===== src/verilog/sld_pkg.sv =====
// Constants shared by the segment LCD drive controller and its frame timer.
// Assumes a 200 MHz system clock and an AXI4-Lite master reaching the registers.
//
// Behaviour
// RL1: Frame timing signal is driven onto frame_monitor_out.
// RL2: Ext select 0 with regulator and booster on means internal generation.
// RL3: Bias choice 0 gives one-fifth bias, 1 gives one-quarter bias.
// RL4: Ext select 1 with regulator and booster off means external voltage.
// RL5: Heavy-load bit 1 puts regulator into heavy-load protection.
// RL6: Two-bit booster clock field selects the booster clock rate.
// RL7: Four-bit contrast picks one of 16 levels, ignored in external mode.
// RL8: Software initialises clocks, enable, timing, power, display, RAM in order.
// RL9: Module enable 1 lets the operating clock reach the driver logic.
// RL10: Pin discharge 1 discharges driver pins while display is off.
// RL11: Writing 1 to the frame flag clears it.
// RL12: Frame interrupt enable lets the flag raise an interrupt request.
// RL13: Display control 3 all off, 2 all on, 1 normal, 0 off.
// RL14: Display off stops drive supply and grounds all driver outputs.
// RL15: All-on and all-off change only the waveform, never display RAM.
// RL16: All-on keeps multiplexed commons; all-off makes commons static.
// RL17: Invert bit 0 inverts every segment, 1 gives normal polarity.
// RL18: No inversion while all-off is selected.
// RL19: Frame lasts 8 x (divider+1) x (duty+1) operating clocks.
// RL20: Duty code 0x1F is 1/32 duty down to static at 0x00.
// RL21: Inverse-line count 0 is normal, else polarity flips every n lines.
// RL22: Frame flag is set once per frame.
// RL23: Display control, invert and duty changes apply at frame boundaries.

package sld_pkg;
   // ==========================================================
   // Timing
   localparam int unsigned CLK_HZ     = 200_000_000;
   localparam int unsigned OPCLK_HZ   = 32_768;
   localparam int unsigned OPCLK_DIV  = CLK_HZ / OPCLK_HZ;

   // ==========================================================
   // Register offsets (byte addresses)
   localparam logic [7:0] OFF_CTL     = 8'h00;
   localparam logic [7:0] OFF_TIM1    = 8'h04;
   localparam logic [7:0] OFF_TIM2    = 8'h08;
   localparam logic [7:0] OFF_PWR     = 8'h0C;
   localparam logic [7:0] OFF_DSP     = 8'h10;
   localparam logic [7:0] OFF_INTF    = 8'h14;
   localparam logic [7:0] OFF_INTE    = 8'h18;
   localparam logic [7:0] OFF_CLK     = 8'h1C;

   // ==========================================================
   // Writable bits per register, indexed by word
   localparam logic [31:0] REG_MASK [0:7] = '{
      32'h0000_0003, 32'h0000_1F1F, 32'h0000_031F, 32'h0000_0F1F,
      32'h0000_0713, 32'h0000_0001, 32'h0000_0001, 32'h0000_0073};
   localparam logic [31:0] RST_DSP    = 32'h0000_0010;

   // ==========================================================
   // Field positions
   localparam int CTL_EN      = 0;
   localparam int CTL_DIS     = 1;
   localparam int TIM1_DUTY   = 0;
   localparam int TIM1_FRM    = 8;
   localparam int TIM2_INVERSE_LINE_COUNT  = 0;
   localparam int TIM2_BOOSTER_CLOCK_RATE   = 8;
   localparam int PWR_REGULATOR_ENABLE    = 0;
   localparam int PWR_BOOSTER_ENABLE   = 1;
   localparam int PWR_EXVC    = 2;
   localparam int PWR_BIAS    = 3;
   localparam int PWR_HEAVY_LOAD_PROTECT    = 4;
   localparam int PWR_LC      = 8;
   localparam int DSP_CTRL    = 0;
   localparam int DSP_INV     = 4;
   localparam int DSP_AREA    = 8;
   localparam int DSP_COMMON_ORDER_REVERSE  = 9;
   localparam int DSP_SEGMENT_ORDER_REVERSE  = 10;
   localparam int CLK_SRC     = 0;
   localparam int CLK_DIV     = 4;

   // ==========================================================
   // Display control codes and bus answers
   localparam logic [1:0] DISPLAY_CONTROL_OFF    = 2'h0;
   localparam logic [1:0] DISPLAY_CONTROL_NORM   = 2'h1;
   localparam logic [1:0] DISPLAY_CONTROL_ALLON  = 2'h2;
   localparam logic [1:0] DISPLAY_CONTROL_ALLOFF = 2'h3;
   localparam logic [1:0] RESP_OKAY   = 2'h0;
   localparam logic [1:0] RESP_SLVERR = 2'h2;
endpackage


===== src/verilog/sld_frame_timer.sv =====
// Frame timer: operating-clock tick, line and frame pulses.
// Assumes run, duty and divider come from logic on the same clock.
`timescale 1ns/100ps
`default_nettype none

module sld_frame_timer
   import sld_pkg::*;
#(
   parameter int unsigned PRESCALE = OPCLK_DIV
) (
   input  wire logic       clk,
   input  wire logic       rst_n,
   input  wire logic       run,
   input  wire logic [4:0] duty,
   input  wire logic [4:0] frm_div,
   output logic            line_pulse,
   output logic            frame_pulse,
   output logic [4:0]      line_idx
);
   typedef struct packed {
      logic [15:0] pre;
      logic [7:0]  tick;
      logic [4:0]  line;
      logic        lp;
      logic        fp;
   } sld_tmr_s;

   sld_tmr_s s_r;
   sld_tmr_s s_nxt;

   // Last tick of a line: 8 x (divider+1) - 1
   function automatic logic [7:0] line_last(input logic [4:0] f);
      return {f, 3'h7};
   endfunction

   // ==========================================================
   // Counters
   always_comb begin
      s_nxt    = s_r;
      s_nxt.lp = 1'b0;
      s_nxt.fp = 1'b0;
      // RL9: clock gate
      if (!run) begin
         s_nxt.pre  = '0;
         s_nxt.tick = '0;
         s_nxt.line = '0;
      end else if (s_r.pre == 16'(PRESCALE - 1)) begin
         s_nxt.pre = '0;
         // RL19: line and frame length
         if (s_r.tick == line_last(frm_div)) begin
            s_nxt.tick = '0;
            s_nxt.lp   = 1'b1;
            // RL20: duty+1 lines per frame
            if (s_r.line >= duty) begin
               s_nxt.line = '0;
               s_nxt.fp   = 1'b1;
            end else begin
               s_nxt.line = s_r.line + 5'h01;
            end
         end else begin
            s_nxt.tick = s_r.tick + 8'h01;
         end
      end else begin
         s_nxt.pre = s_r.pre + 16'h0001;
      end
   end

   always_ff @(posedge clk or negedge rst_n) begin
      if (!rst_n) begin
         s_r <= '0;
      end else begin
         s_r <= s_nxt;
      end
   end

   assign line_pulse  = s_r.lp;
   assign frame_pulse = s_r.fp;
   assign line_idx    = s_r.line;
endmodule

`default_nettype wire


===== src/verilog/sld_lcd_ctrl.sv =====
// Segment LCD drive controller: AXI4-Lite registers, power and display
// decode, frame-boundary updates, AC inversion and frame interrupt.
// Assumes a single 200 MHz clock; panel drivers sit outside.
`timescale 1ns/100ps
`default_nettype none

module sld_lcd_ctrl
   import sld_pkg::*;
#(
   parameter int unsigned PRESCALE = OPCLK_DIV
) (
   input  wire logic        clk,
   input  wire logic        rst_n,
   // AXI4-Lite slave
   input  wire logic [7:0]  s_axi_awaddr,
   input  wire logic [2:0]  s_axi_awprot,
   input  wire logic        s_axi_awvalid,
   output logic             s_axi_awready,
   input  wire logic [31:0] s_axi_wdata,
   input  wire logic [3:0]  s_axi_wstrb,
   input  wire logic        s_axi_wvalid,
   output logic             s_axi_wready,
   output logic [1:0]       s_axi_bresp,
   output logic             s_axi_bvalid,
   input  wire logic        s_axi_bready,
   input  wire logic [7:0]  s_axi_araddr,
   input  wire logic [2:0]  s_axi_arprot,
   input  wire logic        s_axi_arvalid,
   output logic             s_axi_arready,
   output logic [31:0]      s_axi_rdata,
   output logic [1:0]       s_axi_rresp,
   output logic             s_axi_rvalid,
   input  wire logic        s_axi_rready,
   // Panel side
   output logic             frame_monitor_out,
   output logic             internal_mode,
   output logic             ext_mode,
   output logic             regulator_on,
   output logic             booster_on,
   output logic             bias_quarter,
   output logic             heavy_load_on,
   output logic [1:0]       booster_clock_sel,
   output logic [3:0]       contrast_out,
   output logic             drive_supply_on,
   output logic [1:0]       display_mode,
   output logic             com_static,
   output logic             seg_invert,
   output logic             pins_discharge,
   output logic             ac_polarity,
   output logic [4:0]       com_line,
   output logic             area_sel,
   output logic             com_reverse,
   output logic             seg_reverse,
   output logic [1:0]       clock_source_select,
   output logic [2:0]       clock_divider_select,
   output logic             frame_irq
);
   typedef struct packed {
      logic [7:0][31:0] regs;
      logic             aw_got;
      logic [7:0]       aw_addr;
      logic             w_got;
      logic [31:0]      wdata;
      logic [3:0]       wstrb;
      logic             awready;
      logic             wready;
      logic             bvalid;
      logic [1:0]       bresp;
      logic             arready;
      logic             rvalid;
      logic [31:0]      rdata;
      logic [1:0]       rresp;
      logic [1:0]       act_display_control;
      logic             act_inv;
      logic [4:0]       act_duty;
      logic [4:0]       inv_cnt;
      logic             ac_pol;
      logic             fmon;
      logic             int_mode;
      logic             ext_mode;
      logic             reg_on;
      logic             bst_on;
      logic             bias4;
      logic             heavy_load_protect;
      logic [1:0]       booster_clock_rate;
      logic [3:0]       lc;
      logic             supply;
      logic [1:0]       dmode;
      logic             cstat;
      logic             sinv;
      logic             disch;
      logic [4:0]       cline;
      logic [2:0]       dsp_map;
      logic [4:0]       clk_sel;
      logic             irq;
   } sld_ctrl_s;

   sld_ctrl_s s_r;
   sld_ctrl_s s_nxt;
   logic      line_p;
   logic      frame_p;
   logic [4:0] line_i;

   // Only the first eight words are mapped
   function automatic logic mapped(input logic [7:0] a);
      return a[7:5] == 3'h0;
   endfunction

   // Byte-lane merge, limited to writable bits
   function automatic logic [31:0] merge(input logic [31:0] old,
                                         input logic [31:0] d,
                                         input logic [3:0]  be,
                                         input logic [31:0] m);
      logic [31:0] r;
      r = old;
      for (int b = 0; b < 4; b++) begin
         if (be[b]) r[8*b +: 8] = d[8*b +: 8];
      end
      return r & m;
   endfunction

   // ==========================================================
   // Field views of the current registers
   logic [31:0] ctl_w, tim1_w, tim2_w, pwr_w, dsp_w;
   logic        mod_en;
   assign ctl_w  = s_r.regs[OFF_CTL[4:2]];
   assign tim1_w = s_r.regs[OFF_TIM1[4:2]];
   assign tim2_w = s_r.regs[OFF_TIM2[4:2]];
   assign pwr_w  = s_r.regs[OFF_PWR[4:2]];
   assign dsp_w  = s_r.regs[OFF_DSP[4:2]];
   assign mod_en = ctl_w[CTL_EN];

   // RL9: timer runs only with module enable
   sld_frame_timer #(
      .PRESCALE (PRESCALE)
   ) u_timer (
      .clk         (clk),
      .rst_n       (rst_n),
      .run         (mod_en),
      .duty        (s_r.act_duty),
      .frm_div     (tim1_w[TIM1_FRM +: 5]),
      .line_pulse  (line_p),
      .frame_pulse (frame_p),
      .line_idx    (line_i)
   );

   // ==========================================================
   // Next-state logic
   always_comb begin
      logic [2:0] wi;
      logic       bound;
      logic [4:0] nl;
      s_nxt = s_r;
      wi    = s_r.aw_addr[4:2];
      bound = frame_p || !mod_en;
      nl    = tim2_w[TIM2_INVERSE_LINE_COUNT +: 5];

      // Address and data are taken independently
      if (s_axi_awvalid && s_r.awready) begin
         s_nxt.aw_got  = 1'b1;
         s_nxt.aw_addr = s_axi_awaddr;
      end
      if (s_axi_wvalid && s_r.wready) begin
         s_nxt.w_got = 1'b1;
         s_nxt.wdata = s_axi_wdata;
         s_nxt.wstrb = s_axi_wstrb;
      end
      if (s_r.bvalid && s_axi_bready) s_nxt.bvalid = 1'b0;
      if (s_nxt.aw_got && s_nxt.w_got && !s_nxt.bvalid) begin
         wi            = s_nxt.aw_addr[4:2];
         s_nxt.aw_got  = 1'b0;
         s_nxt.w_got   = 1'b0;
         s_nxt.bvalid  = 1'b1;
         s_nxt.bresp   = mapped(s_nxt.aw_addr) ? RESP_OKAY : RESP_SLVERR;
         if (!mapped(s_nxt.aw_addr)) begin
            s_nxt.bresp = RESP_SLVERR;
         end else if (wi == OFF_INTF[4:2]) begin
            // RL11: write one to clear
            if (s_nxt.wstrb[0] && s_nxt.wdata[0]) s_nxt.regs[wi][0] = 1'b0;
         end else begin
            s_nxt.regs[wi] = merge(s_r.regs[wi], s_nxt.wdata, s_nxt.wstrb,
                                   REG_MASK[wi]);
         end
      end
      s_nxt.awready = !s_nxt.aw_got && !s_nxt.bvalid;
      s_nxt.wready  = !s_nxt.w_got && !s_nxt.bvalid;

      // RL22: frame sets the flag; set beats a clear
      if (frame_p) s_nxt.regs[OFF_INTF[4:2]][0] = 1'b1;

      // Reads answer one cycle after the address is taken
      if (s_r.rvalid && s_axi_rready) s_nxt.rvalid = 1'b0;
      if (s_axi_arvalid && s_r.arready) begin
         s_nxt.rvalid = 1'b1;
         s_nxt.rresp  = mapped(s_axi_araddr) ? RESP_OKAY : RESP_SLVERR;
         s_nxt.rdata  = mapped(s_axi_araddr) ?
                        s_r.regs[s_axi_araddr[4:2]] & REG_MASK[s_axi_araddr[4:2]] :
                        32'h0000_0000;
      end
      s_nxt.arready = !s_nxt.rvalid;

      // RL23: display settings latched at frame boundary
      if (bound) begin
         s_nxt.act_display_control = dsp_w[DSP_CTRL +: 2];
         s_nxt.act_inv  = dsp_w[DSP_INV];
         s_nxt.act_duty = tim1_w[TIM1_DUTY +: 5];
      end

      // RL1: monitor toggles each frame
      s_nxt.fmon = mod_en && (frame_p ? !s_r.fmon : s_r.fmon);

      // RL21: polarity flips every n lines, else every frame
      if (!mod_en) begin
         s_nxt.inv_cnt = '0;
         s_nxt.ac_pol  = 1'b0;
      end else if (nl == 5'h00) begin
         s_nxt.inv_cnt = '0;
         if (frame_p) s_nxt.ac_pol = !s_r.ac_pol;
      end else if (line_p) begin
         if (s_r.inv_cnt + 5'h01 >= nl) begin
            s_nxt.inv_cnt = '0;
            s_nxt.ac_pol  = !s_r.ac_pol;
         end else begin
            s_nxt.inv_cnt = s_r.inv_cnt + 5'h01;
         end
      end

      // RL2: internal generation
      s_nxt.int_mode = !pwr_w[PWR_EXVC] && pwr_w[PWR_REGULATOR_ENABLE] && pwr_w[PWR_BOOSTER_ENABLE];
      // RL4: external voltage application
      s_nxt.ext_mode = pwr_w[PWR_EXVC] && !pwr_w[PWR_REGULATOR_ENABLE] && !pwr_w[PWR_BOOSTER_ENABLE];
      // RL14: supply stops while display off
      s_nxt.supply   = mod_en && s_r.act_display_control != DISPLAY_CONTROL_OFF;
      s_nxt.reg_on   = s_nxt.supply && pwr_w[PWR_REGULATOR_ENABLE];
      s_nxt.bst_on   = s_nxt.supply && pwr_w[PWR_BOOSTER_ENABLE];
      // RL3: bias choice
      s_nxt.bias4    = pwr_w[PWR_BIAS];
      // RL5: heavy-load protection
      s_nxt.heavy_load_protect     = pwr_w[PWR_HEAVY_LOAD_PROTECT];
      // RL6: booster clock rate
      s_nxt.booster_clock_rate     = tim2_w[TIM2_BOOSTER_CLOCK_RATE +: 2];
      // RL7: contrast has no effect with external supply
      s_nxt.lc       = pwr_w[PWR_EXVC] ? 4'h0 : pwr_w[PWR_LC +: 4];
      // RL13: waveform selection; RL15: RAM never touched here
      s_nxt.dmode    = s_r.act_display_control;
      // RL16: all-off and static duty use static commons
      s_nxt.cstat    = s_r.act_display_control == DISPLAY_CONTROL_ALLOFF || s_r.act_duty == 5'h00;
      // RL17: invert bit 0 inverts; RL18: never under all-off
      s_nxt.sinv     = !s_r.act_inv && s_r.act_display_control != DISPLAY_CONTROL_ALLOFF &&
                       s_r.act_display_control != DISPLAY_CONTROL_OFF;
      // RL10: discharge only while display off
      s_nxt.disch    = ctl_w[CTL_DIS] && s_r.act_display_control == DISPLAY_CONTROL_OFF;
      s_nxt.cline    = line_i;
      s_nxt.dsp_map  = {dsp_w[DSP_SEGMENT_ORDER_REVERSE], dsp_w[DSP_COMMON_ORDER_REVERSE], dsp_w[DSP_AREA]};
      s_nxt.clk_sel  = {s_r.regs[OFF_CLK[4:2]][CLK_DIV +: 3],
                        s_r.regs[OFF_CLK[4:2]][CLK_SRC +: 2]};
      // RL12: enable gates flag onto request
      s_nxt.irq      = s_r.regs[OFF_INTF[4:2]][0] && s_r.regs[OFF_INTE[4:2]][0];
   end

   // ==========================================================
   // State register
   always_ff @(posedge clk or negedge rst_n) begin
      if (!rst_n) begin
         s_r                    <= '0;
         s_r.regs[OFF_DSP[4:2]] <= RST_DSP;
         s_r.act_inv            <= 1'b1;
      end else begin
         s_r <= s_nxt;
      end
   end

   // ==========================================================
   // Outputs
   assign s_axi_awready        = s_r.awready;
   assign s_axi_wready         = s_r.wready;
   assign s_axi_bvalid         = s_r.bvalid;
   assign s_axi_bresp          = s_r.bresp;
   assign s_axi_arready        = s_r.arready;
   assign s_axi_rvalid         = s_r.rvalid;
   assign s_axi_rdata          = s_r.rdata;
   assign s_axi_rresp          = s_r.rresp;
   assign frame_monitor_out    = s_r.fmon;
   assign internal_mode        = s_r.int_mode;
   assign ext_mode             = s_r.ext_mode;
   assign regulator_on         = s_r.reg_on;
   assign booster_on           = s_r.bst_on;
   assign bias_quarter         = s_r.bias4;
   assign heavy_load_on        = s_r.heavy_load_protect;
   assign booster_clock_sel    = s_r.booster_clock_rate;
   assign contrast_out         = s_r.lc;
   assign drive_supply_on      = s_r.supply;
   assign display_mode         = s_r.dmode;
   assign com_static           = s_r.cstat;
   assign seg_invert           = s_r.sinv;
   assign pins_discharge       = s_r.disch;
   assign ac_polarity          = s_r.ac_pol;
   assign com_line             = s_r.cline;
   assign area_sel             = s_r.dsp_map[0];
   assign com_reverse          = s_r.dsp_map[1];
   assign seg_reverse          = s_r.dsp_map[2];
   assign clock_source_select  = s_r.clk_sel[1:0];
   assign clock_divider_select = s_r.clk_sel[4:2];
   assign frame_irq            = s_r.irq;
endmodule

`default_nettype wire


===== config.mk =====
export PLATFORM = sky130hd
export DESIGN_NAME = sld_lcd_ctrl
export DESIGN_NICKNAME = d
export VERILOG_FILES = /design/src/verilog/sld_pkg.sv /design/src/verilog/sld_frame_timer.sv /design/src/verilog/sld_lcd_ctrl.sv
export SDC_FILE = /design/constraint.sdc
export NUM_CORES = 1
export LEC_CHECK = 0
export ABC_AREA = 1
export BUFFER_PORTS_ARGS = -buffer_cell sky130_fd_sc_hd__buf_4
export CORE_ASPECT_RATIO = 0.9
export CORE_MARGIN = 1
export CORE_UTILIZATION = 40
export CTS_BUF_LIST = sky130_fd_sc_hd__clkbuf_8
export CTS_CLUSTER_DIAMETER = 100
export DETAILED_ROUTE_END_ITERATION = 12
export SETUP_SLACK_MARGIN = 0.02
export SYNTH_ARGS = -nofsm -noshare
export SYNTH_HDL_FRONTEND = slang
export SYNTH_HIERARCHICAL = 1
export SYNTH_SLANG_ARGS = --single-unit

===== constraint.sdc =====
create_clock -name clk -period 4.7 [get_ports clk]
set_input_delay 0.705 -clock clk [delete_from_list [all_inputs] [get_ports clk]]
set_output_delay 0.705 -clock clk [all_outputs]
set_load 0.02 [all_outputs]

Word-level counts from Yosys, hierarchy flattened --
Memory sizes are Yosys's and may differ from the RTL's. Cells that the tools add are included.
Cells by class: add/subtract/negate cells 4, magnitude comparators 7, eq/ne operators 12, muxes and demuxes 60, bitwise logic cells 6, reduce and logical (&&, ||, !) cells 49
Operator list (count):
- $mux W256 | 2
- $and A256 B256 Y256 | 1
- $bwmux W256 | 1
- $mux W32 | 8
- $not A256 Y256 | 1
- $bmux W32 S3 | 2
- $demux W32 S3 | 2
- $mux W162 | 1
- $mux W161 | 1
- $mux W8 | 17
- $and A32 B32 Y32 | 2
- $mux W37 | 1
- $mux W35 | 1
- $mux W29 | 1
- $logic_and A1 B1 Y1 | 23
- $mux W6 | 3
- $add A16 B1 Y16 const B | 1
- $eq A16 B13 Y1 const B | 1
- $mux W16 | 1
- $mux W15 | 1
- $logic_not A1 Y1 | 12
- $add A5 B1 Y5 const B | 2
- $ge A5 B5 Y1 | 2
- $logic_not A5 Y1 | 2
- 25 further kinds | 49
Word-level totals: bits in registers 421, ROM bits 512, input bits 65, output and inout port bits 75, word-level logic and storage cells 191, memories 2
Memories:
- (name not given) | depth 8, width 32, read ports 1, clocked after memory_dff 0, wr ports 0, line sld_lcd_ctrl.sv:197 | s_r.regs[s_axi_araddr[4:2]] & REG_MASK[s_axi_araddr[4:2]] :
- (name not given) | depth 8, width 32, read ports 1, clocked after memory_dff 0, wr ports 0, line sld_lcd_ctrl.sv:182 | REG_MASK[wi]);

Depth between registers and ports, before layout --
Gate-level depths: netlist (run 1).
depth in word-level cells 15, gate-level depth with buffers 14, gate-level depth less buffers 14

Modules after synthesis --
Netlist (run 1), hierarchy kept.
By module, submodules not included:
- sld_lcd_ctrl | times used 1, cells each 1151, area an instance 9188.8 µm², sequential area each 4581.9 µm²
- sld_frame_timer | times used 1, cells each 276, area an instance 2021.9 µm², sequential area each 775.7 µm²

Least setup slack after synthesis (run 1) --
Ideal clock, no wire load.
path type input to register, start point input port s_axi_awvalid, end point register s_r (netlist bit ctl_w[8]), library setup time 127 ps, arrival 2437 ps, data required time 4573 ps, setup slack 2137 ps, stages on the path 13, buffers on the path 2, path through nand2_4 nand2_1 nand2_2 clkbuf_1 ha_1 inv_1 nor2_1 nand2_1 nand3_2 nor2_1 buf_2 nand3_1 o21ai_0
On the way: longest elaborated chain between the ends 11, elaborated cells on any way between the ends 30, those cells by class 2 x order compare; 2 x eq/ne; 15 x mux; 4 x bitwise; 6 x reduce/logical; 1 x memory
RTL lines:
- start: declaration | line sld_lcd_ctrl.sv:17 | input wire logic s_axi_awvalid,
- $logic_and A1 B1 Y1 (*) | line sld_lcd_ctrl.sv:159 | if (s_axi_awvalid && s_r.awready) begin
- $mux W9 (*) | line sld_lcd_ctrl.sv:159
- $bmux W32 S3 | line sld_lcd_ctrl.sv:181 | s_nxt.regs[wi] = merge(s_r.regs[wi], s_nxt.wdata, s_nxt.wstrb,
- $mux W32 (not written as such) | line sld_lcd_ctrl.sv:181
- $mux W8 | line sld_lcd_ctrl.sv:117 | if (be[b]) r[8*b +: 8] = d[8*b +: 8];
- $mux W8 | line sld_lcd_ctrl.sv:177 | end else if (wi == OFF_INTF[4:2]) begin
- $mux W8 | line sld_lcd_ctrl.sv:175 | if (!mapped(s_nxt.aw_addr)) begin
- $mux W8 | line sld_lcd_ctrl.sv:169 | if (s_nxt.aw_got && s_nxt.w_got && !s_nxt.bvalid) begin
- $and A32 B32 Y32 | line sld_lcd_ctrl.sv:119 | return r & m;
- $bwmux W256 | line sld_lcd_ctrl.sv:181
- $mux W256 | line sld_lcd_ctrl.sv:177
- end signal: assignment | line sld_lcd_ctrl.sv:269 | s_r <= s_nxt;
- end: declaration | line sld_lcd_ctrl.sv:98 | sld_ctrl_s s_r;
Every way passes the cells marked *; elsewhere a longest branch is shown, timed or not. The select of a mux whose other input is x is not followed. A chain may end at the register's enable or synchronous reset.

Worst setup path in the final report (run 1) --
start point register s_r (netlist bit s_axi_awready), end point register s_r (netlist bit pwr_w[2])
On the way: longest elaborated chain between the ends 11, elaborated cells on any way between the ends 30, those cells by class 2 x order compare; 2 x eq/ne; 15 x mux; 4 x bitwise; 6 x reduce/logical; 1 x memory
RTL lines (line):
- $logic_and A1 B1 Y1 (*) | sld_lcd_ctrl.sv:159
- $mux W9 (*) | sld_lcd_ctrl.sv:159
- $bmux W32 S3 | sld_lcd_ctrl.sv:181
- $mux W32 (not written as such) | sld_lcd_ctrl.sv:181
- $mux W8 | sld_lcd_ctrl.sv:117
- $mux W8 | sld_lcd_ctrl.sv:177
- $mux W8 | sld_lcd_ctrl.sv:175
- $mux W8 | sld_lcd_ctrl.sv:169
- $and A32 B32 Y32 | sld_lcd_ctrl.sv:119
- $bwmux W256 | sld_lcd_ctrl.sv:181
- $mux W256 | sld_lcd_ctrl.sv:177
Marked as above.

==> results.yml, run 1 <==
final_layout:
  multi_input_area_mm2: 0.00469
  antenna_cells_inserted: 0
  regArea_mm2: 0.00536
  drive_gt1_share_pct: 14.7
  layout.nets: 1573
  fillers: 2713
  syn2layout_area_growth_pct: 12.3
  layoutNonFillerInstCount: 1868
place:
  numPortBuffers: 85
  dp_cells: 1799
  hpwlAfterDp_um: 21200
  gp_congestion: 0.852
  post-place-ws_ns: 1.45
critical_path:
  cp-start-kind: "flip-flop"
  crit_type: "reg -> reg"
  required_ns: 5.18
  critPathSlowestCell: "dfrtp_1"
  cp_common_cell: "nand2_1"
  cp-end-kind: "flip-flop"
  cpPeakStageDelay_ns: 0.49
  path_buf_inv: 0
  cp_cell_sequence: "nand2_4, nand2_1, nand2_2, ha_1, or2_2, a31oi_1, nand3_1, nand2_1"
  cp.arrival_ns: 3.38
  cpLargestDelayFamily: "simple AND/OR/NAND/NOR gates"
  cp_max_fo: 37
cts:
  clk_pin_slew_ns: 0.06
  clock_latency_ns: 0.55
  cts_made_buffers: 38
  cts_hold_buf: 0
  htreeDepth: 2
  postCtsSetupBuffers: 0
  postCtsResizedCells: 0
  clock-sinks: 214
  cts_root_buffer: "clkbuf_8"
  clockBufferDepth: 3
  cts_tree: "done"
global_routing:
  grt_usage_pct: 21.9
  overflow: 0
  grt_start_max_net_pins: 88
  grt_pass1_vias: 9214
  grt_first_pass_wirelength_um: 49100
  antenna_found_initial: 0
routing:
  dr.first_iter.drc_count: 856
  remaining_drc_errors: 0
  via_per_inst: 5.08
  vias: 9484
  drt_pass1_iterations: 5
  wl_per_cell_um: 16.3
  postRouteWirelength_um: 30400
  ant_nets: 0
status:
  status: "finished clean"
yosys:
  syn_inst: 1427
  synth_async_sr_flop_share_pct: 100
  synth_top_area_cell: "dfrtp_1"
  synth_edf_count: 0
  ys_types: 51
  ys.flop_type: "dfrtp_1"
  synth_top_area_share_pct: 47.3
  ys_seq_elements: 214
  synth.most_common_cell: "nand2_1"
  yosys_warnings: 6
  synth_common_cells: "458 x nand2_1, 212 x dfrtp_1, 138 x inv_1"
  syn-cell-area_mm2: 0.0112
  synth-seq-area-share_pct: 47.8
  syn_area_per_cell_um2: 7.86
  synthTopCellsByArea: "dfrtp_1 47%, nand2_1 15%, inv_1 4.6%"
timing:
  finalClockSkew_ns: 0.0363
  relSlewSlack_pct: 41.1
  setup_slack_ns: 1.80
  period_share_pct: 61.8
  worst_slew_pin_slew_ns: 0.882
  min_period_ns: 2.90
  maxSlewViolCount: 0
  max_freq_mhz: 344
  rsz0062_at_grt: "no"
  setup_viol: 0
  finalHoldViolCount: 0
  fin_setup_tns_ns: 0
floorplan:
  dieWidth_um: 178
  coreArea_mm2: 0.0272
  die_h_um: 161
  initial_utilization_pct: 41.1
  io_pins: 140
  rows: 57
  die_area_mm2: 0.0287
power:
  ir_worst_vdd_v: 0.000218
  power_density_mw_per_mm2: 564
  p_leak_nw: 6.83
job:
  timing.max_cap.violations: 0
worst_hold_path:
  hold_class: "in -> async"
==> worst paths after layout <==
check                      slack, ns  depth (start not counted)      endpoint           start
min reg2reg                     0.43                          0  bias_quarter        pwr_w[3]
max                             1.80                          8      pwr_w[2]   s_axi_awready
min                             0.16                          1      s_r[132]           rst_n
min in group clk                0.38                          3       s_r[94]  s_axi_wdata[2]
max in group asynchronous       3.46                          2      dsp_w[4]           rst_n
max reg2reg                     1.80                          8      pwr_w[2]   s_axi_awready
==> layout make-up <==
type                            count  area share [%]
Sequential cell                   214            42.6
Multi-Input combinational cell    979            37.3
Timing Repair Buffer               95            5.83
Clock buffer                       49            5.36
Inverter                          157            4.71
Tap cell                          354            3.52
Clock inverter                     20           0.765
==> per-layer routing <==
metal | GRT usage (%) | part of all wire (%)
met1 | 31.8 | 46
met3 | 4.55 | 7.9
met2 | 32.7 | 43
met4 | 6.36 | 1.9
met5 | 1.74 | 0.25
==> registers in the layout (all words and copies together), names as in the netlist, 3 cells and up <==
signal and count:
s_axi_rdata 12, clock_divider_select 3, com_line 5, u_timer/s_r 24
dsp_w 12, contrast_out 4, s_nxt 7, s_r 64
pwr_w 12, tim1_w 12, u_timer/line_idx 5, ctl_w 12
tim2_w 11
==> placed cells by master, fill, tap and decap left out, drive strengths merged, types with 13 or more instances in the layout <==
master / Yosys / layout
nor2: 128 / 128
ha: 23 / 23
a21oi: 43 / 43
nand3: 105 / 105
nor3: 21 / 21
o21ai: 99 / 99
dfrtp: 212 / 212
buf: 80 / 95
nand2: 470 / 470
nand4: 13 / 13
clkbuf: 18 / 49
inv: 155 / 166
conb: 1 / 22
==> power by group <==
group | internal (mW) | switching [mW] | total, mW
sequential | 2.28 | 0.328 | 2.61
clock | 0.943 | 0.798 | 1.74
combinational | 0.798 | 1.95 | 2.75
total | 4.02 | 3.07 | 7.10
==> worst register-to-register path, stage by stage (launching register included) <==
cell	delay [ns]
dfrtp_1	0.49
nand2_4	0.13
nand2_1	0.10
nand2_2	0.48
ha_1	0.47
or2_2	0.31
a31oi_1	0.43
nand3_1	0.31
nand2_1	0.12
==> through the flow <==
stage	total power [mW]	cell area, um^2	util [%]	hold slack (ns)
2_1_floorplan	4.49	11300	-	0.374
3_3_place_gp	5.31	11800	43.4	0.425
3_5_place_dp	5.35	11800	43.4	0.407
4_1_cts	7.12	12600	46.2	0.184
5_1_grt	7.60	12600	46.2	0.205
6_report	7.10	12600	46.2	0.159
==> logic make-up after synthesis <==
family                   synth area share, %
XOR/XNOR                               0.937
adder cells (fa/ha/maj)                 2.57
flip-flops                              47.8
AO/OA/AOI/OAI                           8.34
AND/OR/NAND/NOR                         29.3
other                                 0.0335
buffers and inverters                   11.1
Power figures use the tool's default switching activity.
==> run 2, diff against run 1 <==
ABC_AREA = 0   (was 1)
clock period = 2.9 ns   (was 4.7 ns; I/O delays follow)
==> results.yml, run 2 <==
yosys:
  yosys_warnings: 6
  ys.flop_type: "dfrtp_1"
  ys_types: 82
  synth.most_common_cell: "dfrtp_1"
  ys_seq_elements: 202
  syn_inst: 949
  synth-seq-area-share_pct: 48.6
  synth_top_area_cell: "dfrtp_1"
  syn_area_per_cell_um2: 11.0
  synth_async_sr_flop_share_pct: 100
  synth_edf_count: 0
  synthTopCellsByArea: "dfrtp_1 48%, mux2_2 6.1%, buf_4 4.3%"
  synth_common_cells: "200 x dfrtp_1, 72 x nand2_1, 59 x buf_4"
  syn-cell-area_mm2: 0.0104
  synth_top_area_share_pct: 48.1
floorplan:
  io_pins: 140
  die_h_um: 155
  rows: 55
  dieWidth_um: 172
  coreArea_mm2: 0.0253
  die_area_mm2: 0.0267
  initial_utilization_pct: 41.1
timing:
  fin_setup_tns_ns: 0
  period_share_pct: 90.2
  maxSlewViolCount: 0
  finalHoldViolCount: 0
  min_period_ns: 2.62
  finalClockSkew_ns: 0.0389
  rsz0062_at_grt: "no"
  relSlewSlack_pct: 52.6
  worst_slew_pin_slew_ns: 0.705
  setup_viol: 0
  max_freq_mhz: 382
critical_path:
  cp-start-kind: "flip-flop"
  r2r-end: "s_r[302]"
  cp.arrival_ns: 3.00
  reg2reg_from: "s_axi_awready"
  reg2regPathDepth: 9
  required_ns: 3.28
  crit_path_start: "s_axi_awready"
  reg2reg_slack_ns: 0.28
  cp-end-kind: "flip-flop"
  cp_max_fo: 14
  crit_type: "reg -> reg"
cts:
  postCtsSetupBuffers: 0
  clk_pin_slew_ns: 0.05
  clock-sinks: 202
  clock_latency_ns: 0.54
  cts_root_buffer: "clkbuf_8"
  postCtsResizedCells: 0
  htreeDepth: 2
  cts_tree: "done"
  cts_made_buffers: 37
  clockBufferDepth: 3
  cts_hold_buf: 1
final_layout:
  top_register: "s_r"
  drive_gt1_share_pct: 27.0
  layout.nets: 1136
  largest_reg_flops: 59
  finish.instance_area_mm2: 0.0122
  syn2layout_area_growth_pct: 16.8
  final_common_cell: "dfrtp_1"
  final_cell_mix: "199 x dfrtp_1, 137 x buf_4, 72 x nand2_1"
  antenna_cells_inserted: 0
place:
  numPortBuffers: 85
  placed_area_mm2: 0.0114
  gp_congestion: 0.930
  hpwlAfterDp_um: 20000
worst_hold_path:
  hold_path_depth: 3
  holdPathEnd: "s_r[131]"
  worstHoldStart: "s_axi_awaddr[6]"
  hold_class: "in -> reg"
global_routing:
  antenna_found_initial: 0
  grt_first_pass_wirelength_um: 44000
  grt_pass1_vias: 7486
  overflow: 0
  grt_start_max_net_pins: 74
  grt_usage_pct: 21.7
job:
  timing.max_cap.violations: 0
routing:
  remaining_drc_errors: 0
  ant_nets: 0
  wl_per_cell_um: 19.7
  drt_pass1_iterations: 5
  via_per_inst: 5.42
  postRouteWirelength_um: 27900
  dr.first_iter.drc_count: 612
  vias: 7671
power:
  power_density_mw_per_mm2: 925
  p_leak_nw: 5.80
  ir_worst_vdd_v: 0.000393
status:
  status: "finished clean"
[run 2: report_power, final]
group | internal [mW] | leakage (nW) | switching (mW)
clock network | 1.63 | 0.431 | 1.19
logic | 1.80 | 2.66 | 2.55
registers | 3.46 | 2.71 | 0.620
total | 6.88 | 5.80 | 4.36
[run 2: metal layers]
layer	track usage, %	wire length [um]	vias up
met4	8.13	718	0
li1	-	-	3549
met2	31.4	12100	295
met5	0	0	-
met3	4.83	2220	45
met1	31.5	12800	3782
[run 2: critical path, cell delays in order, from the launching register on]
cell      delay, ns
dfrtp_2        0.46
buf_4          0.20
a21bo_2        0.23
nand2_1        0.15
inv_1          0.08
buf_4          0.21
ha_1           0.23
o221ai_1       0.37
a21oi_1        0.21
mux2_1         0.33
[run 2: area by class of cell]
cell class,count,area (um^2)
clock inverter,17,128
timing repair buffer,141,1090
clock buffer,47,647
multi-input combinational,628,4660
sequential,202,5060
inverter,38,143
fill,2403,13200
tap,342,428
[run 2: metrics by stage]
step	setup WS, ns	power (mW)	utilization [%]	cells	hold WS [ns]
final	0.284	11.2	48.0	1415	0.127
after global routing	0.116	11.9	48.0	1415	0.130
after CTS	0.298	11.3	48.0	1415	0.106
after detailed placement	0.192	8.39	44.9	1350	0.429
after global placement	0.229	8.36	44.9	1350	0.425
after floorplan	0.0404	6.63	-	970	0.139
[run 2: worst max-delay path by stage]
| stage | endpoint | slack, ns | cells past startpoint |
|---|---|---|---|
| after floorplan | dsp_w[8] | 0.04 | 12 |
| after global placement | s_r[332] | 0.23 | 7 |
| after detailed placement | tim2_w[9] | 0.19 | 9 |
| after CTS | tim2_w[9] | 0.30 | 8 |
| after global routing | dsp_w[9] | 0.12 | 7 |
| final | s_r[302] | 0.28 | 9 |
[run 2: cell families (layout without fill, tap and decap cells)]
| logic type | Yosys count | after routing | share of synthesized area, % |
|---|---|---|---|
| simple gates | 284 | 284 | 14.8 |
| flops | 202 | 202 | 48.6 |
| compound gates | 170 | 170 | 11.6 |
| buf+inv | 140 | 243 | 7.38 |
| mux | 105 | 105 | 12.9 |
| xor+xnor | 24 | 24 | 2.02 |
| fa+ha+maj | 23 | 23 | 2.76 |
| other cells | 1 | 22 | 0.0360 |
==> run 3, diff against run 2 <==
RECOVER_POWER = 25   (was unset)
clock period = 2.6 ns   (was 2.9 ns; I/O delays follow)
==> results.yml, run 3 (synthesized netlist as in run 2, its figures left out) <==
worst_hold_path:
  hold_class: "in -> reg"
  holdPathEnd: "s_r[132]"
  worstHoldStart: "s_axi_awaddr[7]"
  hold_path_depth: 3
critical_path:
  cpLargestDelayFamily: "compound AO/OA/AOI/OAI gates"
  reg2regPathDepth: 7
  cp_cell_sequence: "and2_1, o21ai_0, a221o_1, a22o_1, a2111oi_4, buf_12, mux2_2"
  required_ns: 3.05
  cp_max_fo: 10
  critPathSlowestCell: "dfrtp_2"
  path_buf_inv: 1
  cpPeakStageDelay_ns: 0.47
  crit_type: "reg -> reg"
  reg2reg_slack_ns: 0.10
  cp.arrival_ns: 2.95
  r2r-end: "ctl_w[9]"
  cp-end-kind: "flip-flop"
  cp-start-kind: "flip-flop"
  reg2reg_from: "s_axi_awready"
final_layout:
  final_common_cell: "dfrtp_1"
  final_cell_mix: "199 x dfrtp_1, 137 x buf_4, 71 x nand2_1"
  syn2layout_area_growth_pct: 17.5
  largest_reg_flops: 59
  layoutNonFillerInstCount: 1419
  fillers: 2349
  layout.nets: 1139
  top_register: "s_r"
  drive_gt1_share_pct: 27.4
  antenna_cells_inserted: 0
global_routing:
  antenna_found_initial: 0
  grt_first_pass_wirelength_um: 44400
  overflow: 0
  grt_usage_pct: 21.9
  grt_pass1_vias: 7593
  grt_start_max_net_pins: 47
status:
  status: "finished clean"
timing:
  setup_viol: 0
  worst_slew_pin_slew_ns: 1.15
  holdWs_ns: 0.0780
  maxSlewViolCount: 0
  finalClockSkew_ns: 0.0444
  relSlewSlack_pct: 23.5
  fin_setup_tns_ns: 0
  min_period_ns: 2.50
  max_freq_mhz: 400
  finalHoldViolCount: 0
  period_share_pct: 96.1
  rsz0062_at_grt: "yes"
  setup_slack_ns: 0.102
cts:
  cts_root_buffer: "clkbuf_8"
  clk_pin_slew_ns: 0.06
  cts_made_buffers: 36
  clock_latency_ns: 0.55
  htreeDepth: 2
  clockBufferDepth: 3
  clock-sinks: 202
  cts_tree: "done"
floorplan:
  dieWidth_um: 172
  coreArea_mm2: 0.0253
  die_h_um: 155
  rows: 55
  die_area_mm2: 0.0267
  io_pins: 140
  initial_utilization_pct: 41.1
place:
  numPortBuffers: 85
  hpwlAfterDp_um: 20000
  gp_congestion: 0.947
  post-place-ws_ns: -0.0127
  dp_cells: 1353
power:
  power_mw: 12.7
  ir_worst_vdd_v: 0.000488
  p_leak_nw: 5.83
  power_density_mw_per_mm2: 1040
routing:
  dr.first_iter.drc_count: 573
  vias: 7678
  remaining_drc_errors: 0
  via_per_inst: 5.41
  drt_pass1_iterations: 5
  wl_per_cell_um: 19.6
  ant_nets: 0
  postRouteWirelength_um: 27800
job:
  timing.max_cap.violations: 0
-- run 3: cell count changes in the layout (fill, tap and decap cells not counted), moves of 2 or more --
cell / change
buf_12: +2
clkbuf_8: -4
inv_1: +3
o21ai_0: -2
o21ai_1: +2
-- run 3: worst max path at each step --
stage          slack [ns]         to  cells past startpoint     startpoint
2_1_floorplan       -0.07   dsp_w[9]                     12  s_axi_awready
3_3_place_gp        0.004  pwr_w[12]                      9  s_axi_awvalid
3_5_place_dp        -0.01  pwr_w[12]                      9  s_axi_awvalid
5_1_grt              0.01   ctl_w[9]                      7  s_axi_awready
4_1_cts              0.03  tim1_w[1]                      8  s_axi_awready
6_report             0.10   ctl_w[9]                      7  s_axi_awready
-- run 3: timing repair --
action	4_1_cts	5_1_grt
gates resized for setup	0	4
setup endpoints to repair	0	49
hold buffers	1	0
buffers inserted	0	1
endpoints found under the hold margin	40	0
-- run 3: through the flow --
step | area, um^2 | util [%]
final | 12200 | 48.3
after global routing | 12200 | 48.3
after global placement | 11500 | 45.3
after floorplan | 10600 | -
after detailed placement | 11500 | 45.3
after CTS | 12200 | 48.3
-- run 3: area by class of cell --
cell class                      count  area [um^2]  share of cell area (%)
Clock inverter                     20          164                    1.34
Inverter                           38          148                    1.21
Sequential cell                   202         5060                    41.3
Tap cell                          342          428                    3.50
Clock buffer                       44          606                    4.95
Multi-Input combinational cell    628         4700                    38.4
Timing Repair Buffer              145         1130                    9.28
-- run 3: layer usage --
layer | wire, um | global-route usage, %
met3 | 1580 | 3.74
met2 | 12300 | 32.3
met1 | 13100 | 31.9
met4 | 818 | 8.26
met5 | 0 | 0
-- run 3: power by group --
group          leakage (nW)  internal [mW]  switching [mW]
Sequential             2.71           3.85           0.693
Clock                 0.436           1.83            1.33
Combinational          2.68           2.14            2.87
-- run 3: worst min-delay path, cell delays in order --
cell,delay [ns]
buf_4,0.09
nand2_1,0.04
nand2_1,0.05
